--- src/common/ifra_pkg.sv ---
// constants and types for the indirect framer register window
// What this block does
// - queue read returns vector; resets to ones
// - transmit select holds port field 12:8
// - transmit port steps on data access
// - transmit address steps on data access
// - transmit select holds address bits 3:0
// - transmit data access reaches selected framer register
// - receive select holds port field 12:8
// - receive port steps on data access
// - receive address steps on data access
// - receive select holds address bits 6:0
// - receive data access reaches selected register
// - link port 0..27, 28 is alarm channel
// - link port steps when bit 15 set
// - data access touches only selected port
// - link address field 4:0, steps too
// - queue clear empties pending vectors
package ifra_pkg;

  localparam int ADDR_W = 9;
  localparam int DATA_W = 16;

  // register byte offsets
  localparam logic [8:0] OFS_IVQ = 9'h10c;
  localparam logic [8:0] OFS_TX_SEL = 9'h110;
  localparam logic [8:0] OFS_TX_DAT = 9'h114;
  localparam logic [8:0] OFS_RX_SEL = 9'h118;
  localparam logic [8:0] OFS_RX_DAT = 9'h11c;
  localparam logic [8:0] OFS_DL_SEL = 9'h120;
  localparam logic [8:0] OFS_DL_DAT = 9'h124;

  // select register field positions
  localparam int FRM_AIP_BIT = 14;
  localparam int DL_AIP_BIT = 15;
  localparam int AIA_BIT = 7;
  localparam int PORT_LSB = 8;
  localparam int PORT_W = 5;
  localparam int SEL_ADDR_W = 7;
  localparam int TX_ADDR_W = 4;
  localparam int RX_ADDR_W = 7;
  localparam int DL_ADDR_W = 5;

  // highest legal port numbers
  localparam logic [4:0] FRM_PORT_MAX = 5'h1b;
  localparam logic [4:0] DL_PORT_MAX = 5'h1c;

  // reset values
  localparam logic [15:0] IVQ_RESET = 16'hffff;
  localparam logic [15:0] REG_RESET = 16'h0000;
  localparam logic [15:0] UNMAPPED_READ = 16'h0000;

  // interrupt vector queue size
  localparam int IVQ_DEPTH = 16;
  localparam int IVQ_PTR_W = 4;

  typedef enum logic [1:0] {
    TGT_TX = 2'b00,
    TGT_RX = 2'b01,
    TGT_DL = 2'b10
  } ifra_tgt_t;

  typedef enum logic {
    ST_IDLE = 1'b0,
    ST_WAIT = 1'b1
  } ifra_fsm_t;

  typedef struct packed {
    logic rd;
    logic wr;
    logic [ADDR_W-1:0] addr;
    logic [DATA_W-1:0] wdata;
  } ifra_host_req_t;

  typedef struct packed {
    logic valid;
    logic [DATA_W-1:0] data;
  } ifra_host_rsp_t;

  typedef struct packed {
    logic port_step;
    logic addr_step;
    logic [PORT_W-1:0] port;
    logic [SEL_ADDR_W-1:0] addr;
  } ifra_sel_t;

  typedef struct packed {
    logic valid;
    logic write;
    logic [PORT_W-1:0] port;
    logic [SEL_ADDR_W-1:0] addr;
    logic [DATA_W-1:0] wdata;
  } ifra_ind_req_t;

  typedef struct packed {
    logic ack;
    logic [DATA_W-1:0] rdata;
  } ifra_ind_rsp_t;

endpackage : ifra_pkg

--- src/design/ifra_vec_queue.sv ---
// interrupt vector queue, first in first out
`timescale 1ns/100ps
`default_nettype none
module ifra_vec_queue
  import ifra_pkg::*;
(
  input wire logic clk_sys_i,
  input wire logic resetn_i,
  input wire logic push_i,
  input wire logic [DATA_W-1:0] push_data_i,
  input wire logic pop_i,
  input wire logic clear_i,
  output logic [DATA_W-1:0] head_o,
  output logic empty_o,
  output logic full_o
);

  typedef struct packed {
    logic [IVQ_DEPTH-1:0][DATA_W-1:0] mem;
    logic [IVQ_PTR_W-1:0] wr_ptr;
    logic [IVQ_PTR_W-1:0] rd_ptr;
    logic [IVQ_PTR_W:0] count;
  } ifra_q_st_t;

  ifra_q_st_t st_ff;
  ifra_q_st_t nxt_st;
  logic do_push;
  logic do_pop;

  // a push in the clearing cycle still lands in the emptied queue
  always_comb begin
    nxt_st = st_ff;
    do_pop = pop_i && (st_ff.count != '0) && !clear_i;
    do_push = push_i && ((st_ff.count != (IVQ_PTR_W+1)'(IVQ_DEPTH)) || do_pop || clear_i);
    if (clear_i) begin
      nxt_st.rd_ptr = '0;
      nxt_st.wr_ptr = '0;
      nxt_st.count = '0;
    end
    if (do_pop) begin
      nxt_st.rd_ptr = st_ff.rd_ptr + 1'b1;
    end
    if (do_push) begin
      nxt_st.mem[nxt_st.wr_ptr] = push_data_i;
      nxt_st.wr_ptr = nxt_st.wr_ptr + 1'b1;
    end
    if (!clear_i) begin
      nxt_st.count = st_ff.count + (IVQ_PTR_W+1)'(do_push) - (IVQ_PTR_W+1)'(do_pop);
    end else begin
      nxt_st.count = (IVQ_PTR_W+1)'(do_push);
    end
  end

  // state register
  always_ff @(posedge clk_sys_i) begin
    if (!resetn_i) begin
      st_ff <= '0;
    end else begin
      st_ff <= nxt_st;
    end
  end

  assign head_o = st_ff.mem[st_ff.rd_ptr];
  assign empty_o = (st_ff.count == '0);
  assign full_o = (st_ff.count == (IVQ_PTR_W+1)'(IVQ_DEPTH));

endmodule : ifra_vec_queue
`default_nettype wire

--- src/design/ifra_reg_window.sv ---
// host register window with indirect framer and data link access
`timescale 1ns/100ps
`default_nettype none
module ifra_reg_window
  import ifra_pkg::*;
(
  input wire logic clk_sys_i,
  input wire logic resetn_i,
  // host register port
  input wire ifra_host_req_t host_req_i,
  output ifra_host_rsp_t host_rsp_o,
  output logic host_busy_o,
  // transmit framer side
  output ifra_ind_req_t tx_req_o,
  input wire ifra_ind_rsp_t tx_rsp_i,
  // receive framer side
  output ifra_ind_req_t rx_req_o,
  input wire ifra_ind_rsp_t rx_rsp_i,
  // facility data link side
  output ifra_ind_req_t dl_req_o,
  input wire ifra_ind_rsp_t dl_rsp_i,
  // interrupt vector sources
  input wire logic vec_push_i,
  input wire logic [DATA_W-1:0] vector_value_i,
  input wire logic queue_clear_i,
  output logic local_irq_line_o,
  output logic queue_full_o
);

  typedef struct packed {
    ifra_fsm_t fsm;
    ifra_tgt_t tgt;
    logic pend_rd;
    logic busy;
    logic irq;
    logic full;
    ifra_host_rsp_t rsp;
    ifra_sel_t [2:0] sel;
    ifra_ind_req_t [2:0] ind;
  } ifra_st_t;

  ifra_st_t st_ff;
  ifra_st_t nxt_st;
  ifra_ind_rsp_t [2:0] ind_rsp;
  logic q_pop;
  logic q_push;
  logic q_clear;
  logic [DATA_W-1:0] q_head;
  logic q_empty;
  logic q_full;
  logic host_acc;

  // hit test for a select register, returns {hit, target}
  function automatic logic [2:0] sel_hit(input logic [ADDR_W-1:0] a);
    logic [2:0] r;
    r = 3'h0;
    unique case (a)
      OFS_TX_SEL: r = {1'b1, TGT_TX};
      OFS_RX_SEL: r = {1'b1, TGT_RX};
      OFS_DL_SEL: r = {1'b1, TGT_DL};
      default: r = 3'h0;
    endcase
    return r;
  endfunction : sel_hit

  // hit test for a data register, returns {hit, target}
  function automatic logic [2:0] dat_hit(input logic [ADDR_W-1:0] a);
    logic [2:0] r;
    r = 3'h0;
    unique case (a)
      OFS_TX_DAT: r = {1'b1, TGT_TX};
      OFS_RX_DAT: r = {1'b1, TGT_RX};
      OFS_DL_DAT: r = {1'b1, TGT_DL};
      default: r = 3'h0;
    endcase
    return r;
  endfunction : dat_hit

  // address field width mask per target
  function automatic logic [SEL_ADDR_W-1:0] addr_mask(input ifra_tgt_t t);
    logic [SEL_ADDR_W-1:0] m;
    m = '0;
    unique case (t)
      TGT_TX: m = SEL_ADDR_W'((1 << TX_ADDR_W) - 1);
      TGT_RX: m = SEL_ADDR_W'((1 << RX_ADDR_W) - 1);
      TGT_DL: m = SEL_ADDR_W'((1 << DL_ADDR_W) - 1);
      default: m = '0;
    endcase
    return m;
  endfunction : addr_mask

  // compose select register read value, reserved bits zero
  function automatic logic [DATA_W-1:0] sel_read(input ifra_sel_t s, input ifra_tgt_t t);
    logic [DATA_W-1:0] r;
    r = '0;
    r[PORT_LSB +: PORT_W] = s.port;
    r[AIA_BIT] = s.addr_step;
    r[SEL_ADDR_W-1:0] = s.addr & addr_mask(t);
    if (t == TGT_DL) begin
      r[DL_AIP_BIT] = s.port_step;
    end else begin
      r[FRM_AIP_BIT] = s.port_step;
    end
    return r;
  endfunction : sel_read

  // decode a host write into select fields, reserved bits dropped
  function automatic ifra_sel_t sel_write(input logic [DATA_W-1:0] d, input ifra_tgt_t t);
    ifra_sel_t s;
    s.port = d[PORT_LSB +: PORT_W];
    s.addr_step = d[AIA_BIT];
    s.addr = d[SEL_ADDR_W-1:0] & addr_mask(t);
    if (t == TGT_DL) begin
      s.port_step = d[DL_AIP_BIT];
    end else begin
      s.port_step = d[FRM_AIP_BIT];
    end
    return s;
  endfunction : sel_write

  // advance port and address after a completed data access
  function automatic ifra_sel_t sel_step(input ifra_sel_t s, input ifra_tgt_t t);
    ifra_sel_t n;
    logic [PORT_W-1:0] pmax;
    n = s;
    pmax = (t == TGT_DL) ? DL_PORT_MAX : FRM_PORT_MAX;
    if (s.port_step) begin
      if (s.port >= pmax) begin
        n.port = '0;
      end else begin
        n.port = s.port + 1'b1;
      end
    end
    if (s.addr_step) begin
      n.addr = (s.addr + 1'b1) & addr_mask(t);
    end
    return n;
  endfunction : sel_step

  // gather the answers of the three indirect targets
  assign ind_rsp[TGT_TX] = tx_rsp_i;
  assign ind_rsp[TGT_RX] = rx_rsp_i;
  assign ind_rsp[TGT_DL] = dl_rsp_i;

  assign host_acc = host_req_i.rd || host_req_i.wr;
  assign q_push = vec_push_i;
  assign q_clear = queue_clear_i;

  // vector queue feeding the interrupt queue register
  ifra_vec_queue u_vec_queue (
    .clk_sys_i(clk_sys_i),
    .resetn_i(resetn_i),
    .push_i(q_push),
    .push_data_i(vector_value_i),
    .pop_i(q_pop),
    .clear_i(q_clear),
    .head_o(q_head),
    .empty_o(q_empty),
    .full_o(q_full)
  );

  // register access sequencing and indirect request control
  always_comb begin
    logic [2:0] sh;
    logic [2:0] dh;
    ifra_tgt_t t;
    sh = sel_hit(host_req_i.addr);
    dh = dat_hit(host_req_i.addr);
    t = ifra_tgt_t'(dh[1:0]);
    nxt_st = st_ff;
    q_pop = 1'b0;
    nxt_st.rsp.valid = 1'b0;
    nxt_st.irq = !q_empty && !q_clear;
    nxt_st.full = q_full;
    unique case (st_ff.fsm)
      ST_IDLE: begin
        if (host_acc && sh[2]) begin
          if (host_req_i.wr) begin
            nxt_st.sel[sh[1:0]] = sel_write(host_req_i.wdata, ifra_tgt_t'(sh[1:0]));
          end else begin
            nxt_st.rsp.valid = 1'b1;
            nxt_st.rsp.data = sel_read(st_ff.sel[sh[1:0]], ifra_tgt_t'(sh[1:0]));
          end
        end else if (host_acc && dh[2]) begin
          // one request, only to the selected port of one target
          nxt_st.ind[t].valid = 1'b1;
          nxt_st.ind[t].write = host_req_i.wr;
          nxt_st.ind[t].port = st_ff.sel[t].port;
          nxt_st.ind[t].addr = st_ff.sel[t].addr & addr_mask(t);
          nxt_st.ind[t].wdata = host_req_i.wdata;
          nxt_st.tgt = t;
          nxt_st.pend_rd = host_req_i.rd;
          nxt_st.busy = 1'b1;
          nxt_st.fsm = ST_WAIT;
        end else if (host_req_i.rd && (host_req_i.addr == OFS_IVQ)) begin
          // reading the queue pops one vector
          nxt_st.rsp.valid = 1'b1;
          nxt_st.rsp.data = q_empty ? IVQ_RESET : q_head;
          q_pop = !q_empty;
        end else if (host_req_i.rd) begin
          nxt_st.rsp.valid = 1'b1;
          nxt_st.rsp.data = UNMAPPED_READ;
        end
      end
      ST_WAIT: begin
        if (ind_rsp[st_ff.tgt].ack) begin
          nxt_st.ind[st_ff.tgt].valid = 1'b0;
          nxt_st.ind[st_ff.tgt].write = 1'b0;
          if (st_ff.pend_rd) begin
            nxt_st.rsp.valid = 1'b1;
            nxt_st.rsp.data = ind_rsp[st_ff.tgt].rdata;
          end
          // stepping only after the access used the old selection
          nxt_st.sel[st_ff.tgt] = sel_step(st_ff.sel[st_ff.tgt], st_ff.tgt);
          nxt_st.pend_rd = 1'b0;
          nxt_st.busy = 1'b0;
          nxt_st.fsm = ST_IDLE;
        end
      end
    endcase
  end

  // state register, reset values from the package
  always_ff @(posedge clk_sys_i) begin
    if (!resetn_i) begin
      st_ff <= '0;
      st_ff.fsm <= ST_IDLE;
      st_ff.tgt <= TGT_TX;
      st_ff.rsp.data <= REG_RESET;
    end else begin
      st_ff <= nxt_st;
    end
  end

  // every output straight from the state register
  assign host_rsp_o = st_ff.rsp;
  assign host_busy_o = st_ff.busy;
  assign tx_req_o = st_ff.ind[TGT_TX];
  assign rx_req_o = st_ff.ind[TGT_RX];
  assign dl_req_o = st_ff.ind[TGT_DL];
  assign local_irq_line_o = st_ff.irq;
  assign queue_full_o = st_ff.full;

endmodule : ifra_reg_window
`default_nettype wire

--- config.mk ---
export PLATFORM = sky130hd
export DESIGN_NAME = ifra_reg_window
export DESIGN_NICKNAME = d
export VERILOG_FILES = /design/src/common/ifra_pkg.sv /design/src/design/ifra_vec_queue.sv /design/src/design/ifra_reg_window.sv
export SDC_FILE = /design/constraint.sdc
export NUM_CORES = 1
export LEC_CHECK = 0
export ABC_CLOCK_PERIOD_IN_PS = 10100
export BUFFER_PORTS_ARGS = -buffer_cell sky130_fd_sc_hd__buf_4
export CORE_ASPECT_RATIO = 1.75
export CORE_MARGIN = 1.5
export CORE_UTILIZATION = 64
export DETAILED_ROUTE_END_ITERATION = 6
export PLACE_DENSITY = 0.91
export SETUP_SLACK_MARGIN = 0.3
export SLEW_MARGIN = 20
export SYNTH_ARGS = -nofsm -noshare
export SYNTH_HDL_FRONTEND = slang
export SYNTH_HIERARCHICAL = 1
export SYNTH_SLANG_ARGS = --single-unit
--- constraint.sdc ---
create_clock -name clk_sys_i -period 10.1 [get_ports clk_sys_i]
set_input_delay 0.505 -clock clk_sys_i [delete_from_list [all_inputs] [get_ports clk_sys_i]]
set_output_delay 0.505 -clock clk_sys_i [all_outputs]
set_load 0.1 [all_outputs]
==> results of run 1 <==
layer usage:
layer / GRT usage [%] / vias to the layer above / wire, um
met3: 6.191 / 365 / 4142
met1: 36.45 / 8419 / 21240
li1: - / 7841 / -
met4: 31.02 / 0 / 5772
met2: 61.21 / 945 / 30580
met5: 0 / - / 0
cells by family (layout without fill, tap and decap cells):
| family | count (synthesis) | in the layout | share of synthesized area (%) |
|---|---|---|---|
| multiplexers | 368 | 368 | 21.24 |
| flip-flops | 425 | 425 | 40.28 |
| adder cells (fa/ha/maj) | 32 | 32 | 1.931 |
| buffers and inverters | 312 | 330 | 8.405 |
| AO/OA/AOI/OAI | 365 | 365 | 11.42 |
| AND/OR/NAND/NOR | 751 | 751 | 16.31 |
| XOR/XNOR | 10 | 10 | 0.4146 |
synth_stat cells (15+ instances only):
library cell	n
ha_1	31
clkbuf_1	112
buf_4	115
mux4_2	64
nand3_1	53
a22oi_1	40
buf_2	34
nand2_1	463
inv_1	24
nor2_1	116
o21ai_0	53
o22ai_1	23
mux2i_1	303
or3_1	17
dfxtp_1	425
a21oi_1	112
a31oi_1	24
buf_6	15
stage by stage:
step / power, mW / util, %
CTS: 3.291 / 70.96
global placement: 1.904 / 67.33
floorplan: 1.841 / -
finish: 3.293 / 71.00
global route: 3.373 / 71.00
detailed placement: 1.911 / 67.34
worst reg2reg max path, stage by stage, from the launching register on:
cell and delay [ns]:
dfxtp_1 0.30, buf_4 0.21, nor2b_1 0.68, nand2_1 0.09, or3_1 0.67, nor2_1 0.54
nand2_1 0.19, nor2_1 0.15, ha_1 0.24, inv_1 0.06, ha_1 0.17, inv_1 0.06
fa_1 0.43, nand2b_1 0.17, a21oi_1 0.19, o21ai_0 0.10, nor3b_1 0.14
registers in the layout, summed over array words and instances (netlist names):
name	count
u_vec_queue/st_ff	269
queue_full_o	1
rx_req_o	30
host_busy_o	1
dl_req_o	30
host_rsp_o	17
st_ff	46
tx_req_o	30
local_irq_line_o	1
cell type report:
cell class	instances	area [um^2]
repair buffers	239	1805
clock buffers	55	1116
fillers	2257	9376
inverters	27	101.3
flip-flops and latches	425	8516
well taps	400	500.5
multi-input cells	1526	10860
clock inverters	9	56.30
worst max path at each step:
stage | to | start | slack, ns
2_1_floorplan | u_vec_queue/st_ff[4]$_SDFF_PP0_ | host_req_i[18] | 5.17
3_3_place_gp | u_vec_queue/st_ff[4]$_SDFF_PP0_ | host_req_i[23] | 3.99
3_5_place_dp | u_vec_queue/st_ff[4]$_SDFF_PP0_ | host_req_i[23] | 3.82
4_1_cts | u_vec_queue/st_ff[4]$_SDFF_PP0_ | host_req_i[23] | 4.35
5_1_grt | u_vec_queue/st_ff[4]$_SDFF_PP0_ | host_req_i[23] | 3.93
6_report | u_vec_queue/st_ff[4]$_SDFF_PP0_ | host_req_i[23] | 4.24
power groups by stage:
stage	registers (mW)	clock network [mW]	logic, mW
floorplan	1.73	0	0.112
global placement	1.73	0	0.177
detailed placement	1.73	0	0.182
CTS	1.69	1.42	0.184
global route	1.69	1.48	0.201
finish	1.69	1.41	0.190
==> impl_metrics.yaml, run 1 <==
clock_network:
  cts.sinks: 425
  htree_levels: 2
  cts_root_buffer: "clkbuf_16"
  cts-resized-gates: 0
  clkTransAtPathRegs_ns: 0.07
  cts_setup_buffers: 0
  cts_inserted_buffers: 38
  cts_hold_buf: 0
  clock_latency_ns: 0.56
  cts_tree: "built"
  cts_max_path_buffers: 3
timing:
  setup_tns_ns: 0
  min_period_over_period_pct: 58.00
  slew_viol_final: 0
  rsz0062_at_grt: "no"
  period_minus_slack_ns: 5.858
  timing.hold.ws_ns: 0.2324
  clock.fmax_ghz: 0.1707
  slew_headroom_pct: 19.66
  finalHoldViolCount: 0
  clock_skew_ns: 0.01510
  setup_ws_ns: 4.242
  worst_pin_slew_ns: 1.200
  setup-violations-final: 0
floorplanning:
  fp-row-count: 87
  io_pins: 208
  dieArea_mm2: 0.03415
  die_w_um: 140.3
  core-area_mm2: 0.03233
  die_height_um: 243.3
  initial_utilization_pct: 65.34
synthesis:
  ys_types: 75
  ys_warn_count: 6
  synthArstFlopShare_pct: 0
  ys_ff_latch: 425
  synth_edf_count: 0
  syn-num-nets: 2393
  synth_area_leader_cell: "dfxtp_1"
  syn_area_mm2: 0.02112
  yosys-top-cells-area: "dfxtp_1, mux2i_1, nand2_1"
  ys.flop_type: "dfxtp_1"
  seq_area_frac_synth_pct: 40.28
  synth.top_cell.area_share_pct: 40.28
  synth.avg_cell_area_um2: 9.334
  synthCells: 2263
critical_path:
  crit_type: "in -> reg"
  crit_arrival_ns: 6.29
  crit_required_ns: 10.53
  cp_top_family: "simple AND/OR/NAND/NOR gates"
  cp_max_fo: 17
  r2r_cells: 16
  path_depth: 19
  cp_num_buf_inv: 4
  slowest_stage: "nor4_2"
  r2r_setup_slack_ns: 5.59
  r2r_end: "u_vec_queue/st_ff[4]$_SDFF_PP0_"
  critPathMaxStageDelay_ns: 0.74
  crit_chain: "buf_4 > nor4_2 > and3_1 > inv_2 > ha_1 > nor2b_1 > nand2_1 > or3_1 > nor2_1 > o31ai_1 > ha_1 > inv_1 > ha_1 > inv_1 > fa_1 > nand2b_1 > a21oi_1 > o21ai_0 > nor3b_1"
  r2r-start: "st_ff[155]$_SDFF_PN0_"
  startpoint_type: "primary input"
  cpMostUsedCell: "ha_1"
  end_kind: "register"
min_path:
  hold_class: "in -> reg"
  hold_depth: 3
  hp-start: "host_req_i[13]"
  whs_endpoint: "tx_req_o[13]$_SDFFE_PN0P_"
route:
  drc: 0
  wire_per_inst_um: 23.03
  first_pass_iters: 7
  drt_iter0_markers: 1513
  routed_wl_um: 61730
  ant_nets: 0
  vias: 17570
  post_drt_via_cell_ratio: 6.554
cells_and_area:
  final_cell_mix: "nand2_1, dfxtp_1, mux2i_1"
  final_common_cell: "nand2_1"
  fin_cells: 2681
  fin_nets: 2387
  area_growth_pct: 8.666
  drive_gt1_share_pct: 17.80
  fin_area_mm2: 0.02295
  antenna_cells: 0
placed_design:
  dp_slack_ns: 3.816
  dp_cells: 2616
  dpl_cell_area_mm2: 0.02177
  post-dp-hpwl_um: 40540
  place_congestion: 0.9777
  port-buffer-count: 207
pwr:
  clock_power_share_pct: 42.9
  pwr-share-comb_pct: 5.8
  max-vdd-ir-drop_mv: 0.1414
  cellPowerDensity_mw_per_mm2: 143.5
  switching_share_pct: 23.57
  leakage_nw: 8.625
  p_sw_uw: 776.2
  p_seq_share_pct: 51.3
  internal-power_mw: 2.517
run:
  max-cap-violations: 0
global_route:
  grtUsageTotal_pct: 35.34
  grt_pass1_wl_um: 94620
  gr-total-overflow: 0
  antenna_found_initial: 0
  grt_start_max_net_pins: 108
  grt_pass1_vias: 17780
run_status:
  status: "complete, no violations"
Power figures use the tool's default switching activity.
==> run 2, diff against run 1 <==
--- a/config.mk
+++ b/config.mk
@@ -5,13 +5,13 @@
 export SDC_FILE = /design/constraint.sdc
 export NUM_CORES = 1
 export LEC_CHECK = 0
-export ABC_CLOCK_PERIOD_IN_PS = 10100
+export ABC_CLOCK_PERIOD_IN_PS = 4700
 export BUFFER_PORTS_ARGS = -buffer_cell sky130_fd_sc_hd__buf_4
 export CORE_ASPECT_RATIO = 1.75
 export CORE_MARGIN = 1.5
-export CORE_UTILIZATION = 64
+export CORE_UTILIZATION = 54
 export DETAILED_ROUTE_END_ITERATION = 6
-export PLACE_DENSITY = 0.91
+export PLACE_DENSITY = 0.83
 export SETUP_SLACK_MARGIN = 0.3
 export SLEW_MARGIN = 20
 export SYNTH_ARGS = -nofsm -noshare
==> constraint.sdc (replaced) <==
create_clock -name clk_sys_i -period 4.7 [get_ports clk_sys_i]
set_input_delay 0.235 -clock clk_sys_i [delete_from_list [all_inputs] [get_ports clk_sys_i]]
set_output_delay 0.235 -clock clk_sys_i [all_outputs]
set_load 0.1 [all_outputs]
==> run 2 against run 1 <==
Via count fell by 1.3%. Final cell count increased by 4.4%. Hold slack worse by 0.21 ns. Clock power up 140%. Non-clock buffer count up 26. Clock skew grew 0.0061 ns. Routed wire length rose by 0.52%. First-iteration DRC count shrank 2.3%. Global-route usage decreased by 5.5 points. Critical endpoint unchanged. Largest power group unchanged.
==> impl_metrics.yaml, run 2 (same netlist as run 1, synthesis figures left out) <==
run_status:
  status: "complete, no violations"
critical_path:
  crit_chain: "buf_4 > nor4_2 > and3_1 > inv_2 > ha_1 > nor2b_1 > nand2_1 > or3_1 > nor2_4 > o31ai_2 > ha_1 > inv_1 > ha_1 > inv_1 > fa_1 > nand2b_1 > a21oi_1 > o21ai_0 > nor3b_1"
  cp_top_family: "simple AND/OR/NAND/NOR gates"
  cpMostUsedCell: "ha_1"
  slowest_stage: "nor4_2"
  cp_num_buf_inv: 4
  critPathMaxStageDelay_ns: 0.49
  end_kind: "register"
  crit_arrival_ns: 4.10
  crit_required_ns: 5.13
  cp_max_fo: 11
  startpoint_type: "primary input"
  crit_type: "in -> reg"
clock_network:
  clkTransAtPathRegs_ns: 0.07
  cts_root_buffer: "clkbuf_16"
  htree_levels: 2
  clock_latency_ns: 0.56
  cts-resized-gates: 0
  cts_inserted_buffers: 38
  cts_tree: "built"
  cts_max_path_buffers: 3
  cts.sinks: 425
route:
  routed_wl_um: 62050
  wire_per_inst_um: 22.17
  drc: 0
  ant_nets: 0
  first_pass_iters: 5
  post_drt_via_cell_ratio: 6.194
  drt_iter0_markers: 1478
  vias: 17338
timing:
  clock_skew_ns: 0.02116
  setup-violations-final: 0
  rsz0062_at_grt: "no"
  finalHoldViolCount: 0
  slew_headroom_pct: 19.79
  worst_pin_slew_ns: 1.202
  min_period_over_period_pct: 78.03
  slew_viol_final: 0
  setup_tns_ns: 0
  clock.fmax_ghz: 0.2727
  period_minus_slack_ns: 3.667
cells_and_area:
  area_growth_pct: 11.27
  final_cell_mix: "nand2_1, dfxtp_1, mux2i_1"
  final_common_cell: "nand2_1"
  fillers: 3110
  reg.largest.list: "u_vec_queue/st_ff: 269 flops, st_ff: 46 flops"
  fin_cells: 2799
  fin_nets: 2413
  post-route-util_pct: 61.03
  top_register: "u_vec_queue/st_ff"
  largest_reg_flops: 269
  drive_gt1_share_pct: 18.37
global_route:
  grt_pass1_wl_um: 95360
  grt_pass1_vias: 17602
  grtUsageTotal_pct: 29.80
  grt_start_max_net_pins: 184
  gr-total-overflow: 0
  antenna_found_initial: 2
run:
  max-cap-violations: 0
pwr:
  cellPowerDensity_mw_per_mm2: 316.0
  max-vdd-ir-drop_mv: 0.2185
  leakage_nw: 8.834
floorplanning:
  dieArea_mm2: 0.04036
  core-area_mm2: 0.03851
  die_w_um: 152.5
  io_pins: 208
  die_height_um: 264.6
  initial_utilization_pct: 54.85
  fp-row-count: 95
placed_design:
  place_congestion: 1.003
  dp_cells: 2715
  port-buffer-count: 207
  post-dp-hpwl_um: 42110
min_path:
  hold_class: "in -> reg"
run 2: changes by cell type in the layout (fill, tap and decap cells not counted), moves of 2 or more:
cell           previous run  this run
clkinv_2                  5         2
buf_4                   237       249
buf_12                    0         2
dlygate4sd3_1             0        13
bufinv_16                 0         4
clkbuf_8                  8        10
run 2: final cells by class:
class	instances	area [um^2]	share of cell area (%)
inverters	27	101.3	0.4312
clock inverters	11	181.4	0.7719
diodes	1	2.502	0.01065
multi-input cells	1526	10870	46.24
well taps	485	606.8	2.582
repair buffers	265	2054	8.741
clock buffers	59	1172	4.988
flip-flops and latches	425	8516	36.23
run 2: path summary, 6_finish.rpt:
path / start / endpoint / slack (ns) / cells after the start
worst max-delay path: host_req_i[23] / u_vec_queue/st_ff[4]$_SDFF_PP0_ / 1.03 / 19
worst min-delay path: host_req_i[7] / dl_req_o[7]$_SDFFE_PN0P_ / 0.02 / 3
worst max register to register: u_vec_queue/st_ff[2]$_SDFF_PP0_ / u_vec_queue/st_ff[4]$_SDFF_PP0_ / 1.08 / 15
worst min register to register: rx_req_o[2]$_SDFFE_PN0P_ / rx_req_o[2]$_SDFFE_PN0P_ / 0.45 / 2
run 2: repair_timing:
action | 4_1_cts | 5_1_grt
hold endpoints to repair | 32 | 0
hold buffers | 13 | 0
buffers inserted | 0 | 0
endpoints found under the setup margin | 0 | 0
run 2: layer usage:
metal | track usage [%] | vias to the layer above | wire (um)
met4 | 21.54 | 0 | 4621
met3 | 3.940 | 266 | 3601
met2 | 54.56 | 746 | 32030
li1 | - | 7911 | -
met5 | 0 | - | 0
met1 | 31.05 | 8415 | 21810
run 2: where the power goes:
group          switching, mW  total, mW  internal, mW
Combinational          0.273      0.422         0.149
Clock                   1.42       3.37          1.96
Sequential            0.0122       3.63          3.62
run 2: worst reg2reg max path, cell delays in order, from the launching register on:
cell and delay, ns:
dfxtp_1 0.32, inv_1 0.07, ha_1 0.23, or4b_2 0.68
inv_1 0.16, nor2_4 0.09, o31ai_2 0.40, ha_1 0.30
inv_1 0.06, ha_1 0.15, inv_1 0.06, fa_1 0.42
nand2b_1 0.16, a21oi_1 0.17, o21ai_0 0.09, nor3b_1 0.14
run 2: per-stage QoR:
stage | cell area [um^2] | hold WS (ns) | power [mW] | setup WS [ns]
after floorplan | 21140 | 0.3118 | 3.959 | 0.3215
after global placement | 22020 | 0.4387 | 4.105 | 0.5799
after detailed placement | 22020 | 0.4453 | 4.117 | 0.5503
after CTS | 23500 | 0.001466 | 7.449 | 1.087
after global routing | 23500 | 0.01124 | 7.627 | 0.7655
final | 23500 | 0.02353 | 7.427 | 1.033
